## src/common/ess_pkg.sv

```systemverilog
package ess_pkg;
  // Register port offsets
  localparam logic [11:0] COMMIT_OFS = 12'h232;
  localparam logic [11:0] LIST_BASE = 12'ha00;
  localparam logic [11:0] LIST_LAST = 12'haff;
  localparam logic [11:0] BUSY_OFS = 12'hb00;
  localparam logic [11:0] LOAD_CTL_OFS = 12'hb02;
  localparam logic [11:0] SAVE_CTL_OFS = 12'hb03;
  // Field positions
  localparam int COMMIT_BIT = 0;
  localparam int BUSY_BIT = 0;
  localparam int WR_EN_BIT = 0;
  localparam int SOFT_LOAD_BIT = 1;
  localparam int SAVE_BIT = 0;
  localparam int OPCODE_BIT = 7;
  // Reset values
  localparam logic WR_EN_RST = 1'h0;
  // Operation codes (low seven bits of an opcode byte)
  localparam logic [6:0] OPC_COMMIT_DEF = 7'h01;
  localparam logic [6:0] OPC_END_DEF = 7'h7f;
  // Power-on list: one 128-byte data entry from address 0, commit, end
  localparam logic [7:0] DEF_LEN_M1 = 8'h7f;
  localparam logic [7:0] DEF_ADDR_HI = 8'h00;
  localparam logic [7:0] DEF_ADDR_LO = 8'h00;
  // Least pause between transfers, imposed on the host
  localparam int GAP_NS = 10000;
  localparam int CLK_NS = 40;
  localparam int GAP_CYC = (GAP_NS + CLK_NS - 1) / CLK_NS;

  // One byte move handed to the memory controller
  typedef struct packed {
    logic save;
    logic [15:0] addr;
  } ess_req_t;
endpackage : ess_pkg

```

## src/verilog/ess_sequencer.sv

```systemverilog
`timescale 1ns/1ns
module ess_sequencer #(
  parameter logic [6:0] OPC_COMMIT = ess_pkg::OPC_COMMIT_DEF,
  parameter logic [6:0] OPC_END = ess_pkg::OPC_END_DEF,
  parameter int LIST_DEPTH = 256
) (
  // Clock and reset
  input wire logic sys_clk,
  input wire logic rst_b,
  // Register port from the serial control port
  input wire logic reg_wr,
  input wire logic reg_rd,
  input wire logic [11:0] reg_addr,
  input wire logic [7:0] reg_wdata,
  output logic [7:0] reg_rdata,
  // Memory-select pin
  input wire logic mem_sel_b,
  // Buffer-to-active copy strobe and soft reset
  output logic commit_strobe,
  output logic soft_reset,
  // Byte move requests to the memory controller
  output logic req_valid,
  input wire logic req_ready,
  output ess_pkg::ess_req_t req
);

  if (OPC_COMMIT == OPC_END || LIST_DEPTH != 256)
  begin : g_bad_cfg
    $error("ess_sequencer: opcodes must differ and list must be 256 bytes");
  end

  typedef enum {ESS_IDLE, ESS_CMD, ESS_ADDR_HI, ESS_ADDR_LO, ESS_MOVE, ESS_DRAIN} ess_state_t;

  // Power-on list contents
  function automatic logic [7:0] ess_default(input logic [7:0] idx);
    logic [7:0] val;
    val = {1'b1, OPC_END};
    if (idx == 8'h00)
      val = ess_pkg::DEF_LEN_M1;
    else if (idx == 8'h01)
      val = ess_pkg::DEF_ADDR_HI;
    else if (idx == 8'h02)
      val = ess_pkg::DEF_ADDR_LO;
    else if (idx == 8'h03)
      val = {1'b1, OPC_COMMIT};
    return val;
  endfunction : ess_default

  logic [7:0] cmd_list [LIST_DEPTH];
  ess_state_t state;
  logic [7:0] ptr;
  logic [6:0] cnt;
  logic [15:0] addr;
  logic [7:0] addr_hi;
  logic save_mode;
  logic commit_pend;
  logic busy;
  logic wr_en;
  logic soft_pend;
  ess_pkg::ess_req_t slot [2];
  logic [1:0] fill;
  logic rd_idx;

  // Register decode
  wire hit_commit = reg_addr == ess_pkg::COMMIT_OFS;
  wire hit_list = reg_addr >= ess_pkg::LIST_BASE && reg_addr <= ess_pkg::LIST_LAST;
  wire hit_busy = reg_addr == ess_pkg::BUSY_OFS;
  wire hit_load = reg_addr == ess_pkg::LOAD_CTL_OFS;
  wire hit_save = reg_addr == ess_pkg::SAVE_CTL_OFS;
  wire [7:0] list_idx = reg_addr[7:0];
  wire host_commit = reg_wr && hit_commit && reg_wdata[ess_pkg::COMMIT_BIT];
  wire start_save = reg_wr && hit_save && reg_wdata[ess_pkg::SAVE_BIT] && wr_en && !busy;
  wire start_load = reg_wr && hit_load && reg_wdata[ess_pkg::SOFT_LOAD_BIT] && !mem_sel_b
    && !busy;

  // List byte decode at the walk pointer
  wire [7:0] cur = cmd_list[ptr];
  wire is_op = cur[ess_pkg::OPCODE_BIT];
  wire op_commit = is_op && cur[6:0] == OPC_COMMIT && ptr != 8'hff;
  wire op_end = (is_op && !op_commit) || ptr == 8'hff;
  wire list_commit = state == ESS_CMD && op_commit;

  // Two-entry buffer handshakes
  wire buf_in_ready = fill != 2'd2;
  wire push = state == ESS_MOVE && buf_in_ready;
  wire pop = req_valid && req_ready;
  wire [7:0] next_ptr = ptr + 8'd1;
  assign req_valid = fill != 2'd0;
  assign req = slot[rd_idx];

  // Command list storage with power-on contents
  always_ff @(posedge sys_clk or negedge rst_b)
  begin
    if (!rst_b)
      for (int i = 0; i < LIST_DEPTH; i++)
        cmd_list[i] <= ess_default(8'(i));
    else if (reg_wr && hit_list)
      cmd_list[list_idx] <= reg_wdata;
  end

  // Commit pending bit, set one edge after the cause and driven straight out as the strobe
  always_ff @(posedge sys_clk or negedge rst_b)
  begin
    if (!rst_b)
      commit_pend <= 1'b0;
    else
      commit_pend <= host_commit || list_commit;
  end
  assign commit_strobe = commit_pend;

  // Host control bits
  always_ff @(posedge sys_clk or negedge rst_b)
  begin
    if (!rst_b)
    begin
      wr_en <= ess_pkg::WR_EN_RST;
      soft_pend <= 1'b0;
    end
    else
    begin
      if (reg_wr && hit_load)
        wr_en <= reg_wdata[ess_pkg::WR_EN_BIT];
      soft_pend <= start_load;
    end
  end
  assign soft_reset = soft_pend;

  // List walker
  always_ff @(posedge sys_clk or negedge rst_b)
  begin
    if (!rst_b)
    begin
      state <= ESS_IDLE;
      ptr <= 8'h00;
      cnt <= 7'h00;
      addr <= 16'h0000;
      addr_hi <= 8'h00;
      save_mode <= 1'b0;
      busy <= 1'b0;
    end
    else
    begin
      unique case (state)
        ESS_IDLE:
        if (start_save || start_load)
        begin
          save_mode <= start_save;
          ptr <= 8'h00;
          busy <= 1'b1;
          state <= ESS_CMD;
        end
        ESS_CMD:
        if (op_end)
          state <= ESS_DRAIN;
        else
        begin
          ptr <= next_ptr;
          if (!is_op)
          begin
            cnt <= cur[6:0];
            state <= ESS_ADDR_HI;
          end
        end
        ESS_ADDR_HI:
        begin
          addr_hi <= cur;
          ptr <= next_ptr;
          state <= ptr == 8'hff ? ESS_DRAIN : ESS_ADDR_LO;
        end
        ESS_ADDR_LO:
        begin
          addr <= {addr_hi, cur};
          ptr <= next_ptr;
          state <= ptr == 8'hff ? ESS_DRAIN : ESS_MOVE;
        end
        ESS_MOVE:
        if (push)
        begin
          addr <= addr + 16'h0001;
          cnt <= cnt - 7'h01;
          if (cnt == 7'h00)
            state <= ESS_CMD;
        end
        ESS_DRAIN:
        if (fill == 2'd0)
        begin
          busy <= 1'b0;
          state <= ESS_IDLE;
        end
      endcase
    end
  end

  // Two-entry request buffer
  always_ff @(posedge sys_clk or negedge rst_b)
  begin
    if (!rst_b)
    begin
      fill <= 2'd0;
      rd_idx <= 1'b0;
      slot[0] <= '0;
      slot[1] <= '0;
    end
    else
    begin
      if (push)
        slot[rd_idx ^ fill[0]] <= '{save: save_mode, addr: addr};
      if (pop)
        rd_idx <= ~rd_idx;
      fill <= fill + {1'b0, push} - {1'b0, pop};
    end
  end

  // Register read data
  always_ff @(posedge sys_clk or negedge rst_b)
  begin
    if (!rst_b)
      reg_rdata <= 8'h00;
    else if (reg_rd)
    begin
      if (hit_list)
        reg_rdata <= cmd_list[list_idx];
      else if (hit_commit)
        reg_rdata <= {7'h00, commit_pend};
      else if (hit_busy)
        reg_rdata <= {7'h00, busy};
      else if (hit_load)
        reg_rdata <= {6'h00, soft_pend, wr_en};
      else if (hit_save)
        reg_rdata <= {7'h00, busy && save_mode};
      else
        reg_rdata <= 8'h00;
    end
  end
endmodule : ess_sequencer

```

## config.mk

```make
export PLATFORM = sky130hd
export DESIGN_NAME = ess_sequencer
export DESIGN_NICKNAME = d
export VERILOG_FILES = /design/src/common/ess_pkg.sv /design/src/verilog/ess_sequencer.sv
export SDC_FILE = /design/constraint.sdc
export NUM_CORES = 2
export LEC_CHECK = 0
export BUFFER_PORTS_ARGS = -buffer_cell sky130_fd_sc_hd__buf_2
export CORE_UTILIZATION = 30
export CTS_CLUSTER_DIAMETER = 30
export DETAILED_ROUTE_END_ITERATION = 7
export HOLD_SLACK_MARGIN = 0.05
export RECOVER_POWER = 25
export SETUP_SLACK_MARGIN = 0.1
export SKIP_LAST_GASP = 1
export SLEW_MARGIN = 20
export SYNTH_ARGS = -nofsm -noshare
export SYNTH_HDL_FRONTEND = slang
export SYNTH_SLANG_ARGS = --single-unit
export TNS_END_PERCENT = 50
```

## constraint.sdc

```tcl
create_clock -name sys_clk -period 3.55 [get_ports sys_clk]
set_input_delay 0.1775 -clock sys_clk [delete_from_list [all_inputs] [get_ports sys_clk]]
set_output_delay 0.1775 -clock sys_clk [all_outputs]
set_load 0.02 [all_outputs]
```

* Word-level counts from Yosys, hierarchy flattened
Index checks and enable logic that the tools add are counted.
Storage, ports and cells: bits in registers 2169, latch bits 0, memory bits (writable) 0, ROM bits 0, word-level logic and storage cells 397, memories 0
Operators by class: add/subtract/negate cells 5, multiply operators 0, div/mod/pow operators 0, $lt $le $gt $ge 8, equal/unequal tests 22, shift operators 0, mux-type cells 41, bitwise logic cells 6, reduce and logical (&&, ||, !) cells 42
Operators with widths (number):
- bitwise mux 2048 bit | 1
- 2-to-1 mux 32 bit | 6
- one-hot mux 32 bit (6 select lines) | 1
- binary-select mux 8 bit (select 8 bit) | 2
- equality test 32 x 2 -> 1 bit (second input constant) | 3
- 2-to-1 mux 17 bit | 4
- demux 8 bit (select 8 bit) | 1
- equality test 32 x 3 -> 1 bit (second input constant) | 2
- 2-to-1 mux 8 bit | 8
- equality test 12 bit (second input constant) | 3
- bitwise mux 34 bit | 1
- equality test 32 x 1 -> 1 bit (second input constant) | 1
- equality test 32 x 4 -> 1 bit (second input constant) | 1
- logical NOT 32 bit | 1
- one-hot mux 16 bit (2 select lines) | 1
- one-hot mux 8 bit (3 select lines) | 1
- logical AND 1 bit | 21
- 2-to-1 mux 7 bit | 3
- >= comparator 9 bit (second input constant) | 2
- inverter 8 -> 9 bit | 2
- demux 17 bit (select 1 bit) | 1
- adder 16 x 1 -> 16 bit (second input constant) | 1
- 2-to-1 mux 16 bit | 1
- inequality test 2 bit (second input constant) | 7
- 33 further kinds | 49

* Depth between registers and ports, before layout
depth after elaboration 12, depth in mapped cells 18, gate-level depth less buffers 10

* Worst setup path before layout
Ideal clock, no wire load.
path kind register -> register, start point register ptr[1], end point register ptr[7], library setup time 0.096 ns, arrival 3.557 ns, path slack -0.102 ns, stages on the path, launching flop included 16, buffers on the path 5, clock period less this slack 3.652 ns, cell sequence dfrtp_1 -> buf_4 -> buf_2 -> buf_4 -> buf_2 -> buf_1 -> mux4_2 -> a221oi_1 -> o21ai_1 -> a2111oi_1 -> nor2_1 -> a32oi_1 -> nand4_1 -> nand3b_4 -> o21a_2 -> o32ai_2
On the way: cells in the longest elaborated chain, start to end 12, elaborated cells between the ends (all ways) 17, those cells by class add/sub: 1; eq/ne: 4; mux: 5; bitwise: 1; reduce/logical: 6
Ends and longest elaborated chain:
- from (decl) | RTL line ess_sequencer.sv:51 | logic [7:0] ptr;
- from (signal assigned) | RTL line ess_sequencer.sv:157 | ptr <= next_ptr;
- from (signal assigned) | RTL line ess_sequencer.sv:167 | ptr <= next_ptr;
- from (signal assigned) | RTL line ess_sequencer.sv:173 | ptr <= next_ptr;
- inverter 8 -> 9 bit (implied by the code) | RTL line ess_sequencer.sv:77 | wire [7:0] cur = cmd_list[ptr];
- binary-select mux 8 bit (select 8 bit) | RTL line ess_sequencer.sv:77
- 2-to-1 mux 8 bit (implied by the code) (2 in series) | RTL line ess_sequencer.sv:77
- equality test 7 x 1 -> 1 bit | RTL line ess_sequencer.sv:79 | wire op_commit = is_op && cur[6:0] == OPC_COMMIT && ptr != 8'hff;
- logical AND 1 bit (2 in series) | RTL line ess_sequencer.sv:79
- logical NOT 1 bit | RTL line ess_sequencer.sv:80 | wire op_end = (is_op && !op_commit) || ptr == 8'hff;
- logical AND 1 bit | RTL line ess_sequencer.sv:80
- logical OR 1 bit | RTL line ess_sequencer.sv:80
- inequality test 2 bit (no source line)
- AND reduction 3 bit (no source line)
Several ways; a longest one is shown, not always the timed one. The select of a mux whose other input is x is not followed. A chain may end at the register's enable or synchronous reset.

* Worst setup path in the final report
start point register ptr[0], end point register ptr[2]
The elaborated chain is that of the path after synthesis.

==> results.yml <==
floorplanning:
  design.core.area_um2: 386300
  die_outline_width_um: 625.5
  io-pin-count: 54
  rows: 228
  initial_utilization_pct: 30.19
  die_ht_um: 625.5
  die_area_um2: 391200
logic_synthesis:
  synth.distinct_cells: 82
  postSynthCellCount: 7506
  synth.most_common_cell: "sky130_fd_sc_hd__mux2_2"
  synthDominantCellAreaShare_pct: 45.62
  synth-edff-count: 0
  synth_area_um2: 116600
  synth-async-reset-ratio_pct: 100.0
  synth_top_cells_by_count: "sky130_fd_sc_hd__mux2_2, sky130_fd_sc_hd__dfstp_2, sky130_fd_sc_hd__mux4_2"
  post_synth_main_area_contributors: "sky130_fd_sc_hd__dfstp_2, sky130_fd_sc_hd__mux4_2, sky130_fd_sc_hd__mux2_2"
  synth.avg_cell_area_um2: 15.54
  yosys_warnings: 0
  syn-num-nets: 7538
  ys_ff_latch: 2140
  seq_area_frac_synth_pct: 48.09
  synth_top_flop_cell: "sky130_fd_sc_hd__dfstp_2"
  netlist.top_cell.by_area: "sky130_fd_sc_hd__dfstp_2"
route:
  antenna_violation_net_count_after_detailed_routing: 0
  detail_route.iter0.violations: 8277
  totalWireLength_um: 450600
  routed_via_count_divided_by_cell_count: 5.711
  drc: 0
  detail_route.wl_per_cell_um: 31.77
  drt_first_pass_iters: 8
  vias_after_detailed_routing: 81010
min_path:
  hold_class: "in -> reg"
  hold_path.startpoint: "reg_wdata[7]"
  worst_hold_path_cell_count: 2
  hold-path-endpoint: "cmd_list[2007]"
job:
  maxCapViolations: 5
global_route:
  groute.usage.overall_pct: 22.72
  globalRouteOverflowTotal: 0
  grt_pass1_wl_um: 645300
  antenna_found_initial: 39
  grt_start_max_net_pins: 166
  vias_in_the_first_global_route: 84190
critical_path:
  cp-start-kind: "register"
  timing.critical_path.required_ns: 4.42
  worst-setup-path-type: "reg -> reg"
  crit-reg2reg-capture: "ptr[2]"
  worst-path-max-fanout: 8
  reg2reg_depth: 14
  timing.critical_path.to_type: "register"
  reg2reg_setup_slack_ns: -0.40
  critical_path_origin: "ptr[0]"
  crit-reg2reg-launch: "ptr[0]"
  crit_arrival_ns: 4.82
clock_tree:
  clk_path_buf_depth: 4
  h_tree_depth: 6
  clk_pin_slew_worst_setup_hold_paths_ns: 0.05
  cts_sinks: 2140
  clk-insertion-delay-late_ns: 1.02
  ctsRootBufferMaster: "sky130_fd_sc_hd__clkbuf_16"
  cts_tree: "yes"
  numCtsBuffers: 534
timing:
  final_critical_delay_including_setup_and_external_delays_ns: 3.950
  hold_viol: 0
  rel_slew_slack_pct: -95.08
  max_freq_mhz: 253.2
  worstMarginPinSlew_ns: 2.926
  finalSetupViolations: 28
  final.setup.worst_slack_ns: -0.3997
  fin_worst_skew_ns: 0.06169
  slew_viol_final: 490
  grt_setup_unrepaired: "true"
  final_min_period_over_clock_period_pct: 111.3
placement:
  place_hpwl_um: 313700
  placement.cell_area_um2: 130600
  placed_cells_incl_taps: 13140
  gp_routability_congestion: 0.9783
  io_buffers: 53
power_and_ir_drop:
  peakVddDrop_mv: 0.5347
  total_leakage_power_uw: 0.05967
  powerDensity_nw_per_um2: 612.7
  finalPower_uw: 92660
final_layout:
  layout.cell_area.non_filler_um2: 151200
  post_route_cells_drive_above_1_share_pct: 82.82
  multiInputGateArea_um2: 58360
  syn2layout_area_growth_pct: 29.69
  stdcell_count: 14180
  fillCellCount: 35210
  nNetsFinal: 8596
  seq_area_um2: 56110
outcome:
  status: "finished with violations"
  violations_in_the_final_reports: "max-capacitance violations, max-slew violations, negative setup slack"
-- registers in the layout, summed over array words and instances (netlist names) --
name	cells
addr	16
addr_hi	8
busy	1
cmd_list	2048
cnt	7
commit_strobe	1
fill	2
ptr	8
rd_idx	1
reg_rdata	8
save_mode	1
slot	34
soft_reset	1
state	3
wr_en	1
-- power by group --
part / switching [µW] / internal, µW
Clock: 16500 / 34300
Sequential: 416 / 25100
Combinational: 9540 / 6850
-- worst max-delay path by stage --
stage               slack (ns)  cells past startpoint           end
floorplan                 0.09                     11  reg_rdata[2]
global placement         -1.01                     14       addr[6]
detailed placement       -0.98                     14       addr[6]
CTS                      -0.27                     13        ptr[7]
global route             -0.41                     14        ptr[1]
finish                   -0.40                     14        ptr[2]
-- critical path, stage by stage, from the launching register on --
cell,delay (ns)
sky130_fd_sc_hd__dfrtp_4,0.42
sky130_fd_sc_hd__buf_12,0.21
sky130_fd_sc_hd__buf_16,0.18
sky130_fd_sc_hd__buf_12,0.14
sky130_fd_sc_hd__mux4_2,0.51
sky130_fd_sc_hd__mux4_2,0.61
sky130_fd_sc_hd__a2111oi_4,0.44
sky130_fd_sc_hd__nand3_4,0.19
sky130_fd_sc_hd__buf_6,0.16
sky130_fd_sc_hd__nand4_1,0.13
sky130_fd_sc_hd__nand4_1,0.15
sky130_fd_sc_hd__nand4b_1,0.21
sky130_fd_sc_hd__buf_6,0.15
sky130_fd_sc_hd__a21oi_1,0.16
sky130_fd_sc_hd__o22ai_1,0.10
-- routing by layer --
layer	vias to the layer above	part of all wire [%]	global-route usage [%]
met3	1129	9.4	6.105
met2	4141	45	34.04
li1	31640	-	-
met5	-	0.041	0.01235
met1	44070	39	29.59
met4	26	6.5	13.04
-- per-stage QoR --
stage | hold WS, ns | util [%] | setup TNS [ns] | setup slack, ns
floorplan | -0.1181 | - | 0 | 0.08897
global placement | 0.4042 | 33.81 | -36.68 | -1.012
detailed placement | 0.3987 | 33.81 | -30.24 | -0.9832
CTS | 0.07435 | 39.11 | -4.210 | -0.2733
global route | 0.1071 | 39.15 | -8.777 | -0.4140
finish | 0.1327 | 39.16 | -6.715 | -0.3997
-- placed cells by master (no fill, tap or decap), drive strengths merged, types with 7 or more instances in the layout --
master       Yosys  final
nand3           45     45
and3             8      8
mux4          1104   1104
a22oi           47     47
nor2           275    275
nand2          279    279
dlygate4sd3      0     23
a221oi          14     14
a22o            23     23
clkinv           2    149
o2bb2ai          8      8
a2111oi         14     14
o221ai          26     26
bufinv           0     64
nand4           14     14
diode            0     16
nor2b           31     31
a211oi          27     27
a31oi           29     29
nand3b           8      8
nor3            39     39
and2            18     18
o31ai           10     10
o211ai           8      8
clkinvlp         0     48
o22ai           59     59
mux2          2155   2155
clkbuf         422    720
o21ai           77     77
a32oi            7      7
dfrtp          115    115
nor4            15     15
inv             23     41
buf            221   1104
a211o           11     11
mux2i          153    153
nand2b          21     21
dfstp         2025   2025
a21oi           88     88
or2              9      9
-- kinds of logic after synthesis --
family          Yosys count  share of synthesized area, %
xor+xnor                  5                       0.03756
compound gates          493                         2.923
simple gates            782                         2.960
mux                    3412                         43.44
buf+inv                 668                         2.481
fa+ha+maj                 6                       0.06437
flops                  2140                         48.09
-- cell type report --
class                      count  share of cell area (%)
multi-input combinational   4698                   38.59
inverter                      25                 0.06949
sequential                  2140                   37.10
timing repair buffer        1165                   7.335
clock buffer                 688                   9.763
tap                         5175                   4.281
clock inverter               277                   2.840
antenna                       16                 0.02647
-- timing repair --
| item | CTS | global route |
|---|---|---|
| hold endpoints to repair | 1051 | 0 |
| resized for setup | 131 | 44 |
| endpoints found under the setup margin | 35 | 34 |
| cloned | 10 | 3 |
| hold buffers | 23 | 0 |
| pin swaps | 24 | 19 |
| setup buffers | 24 | 8 |
Note: power is estimated with default switching activity, not from simulation.
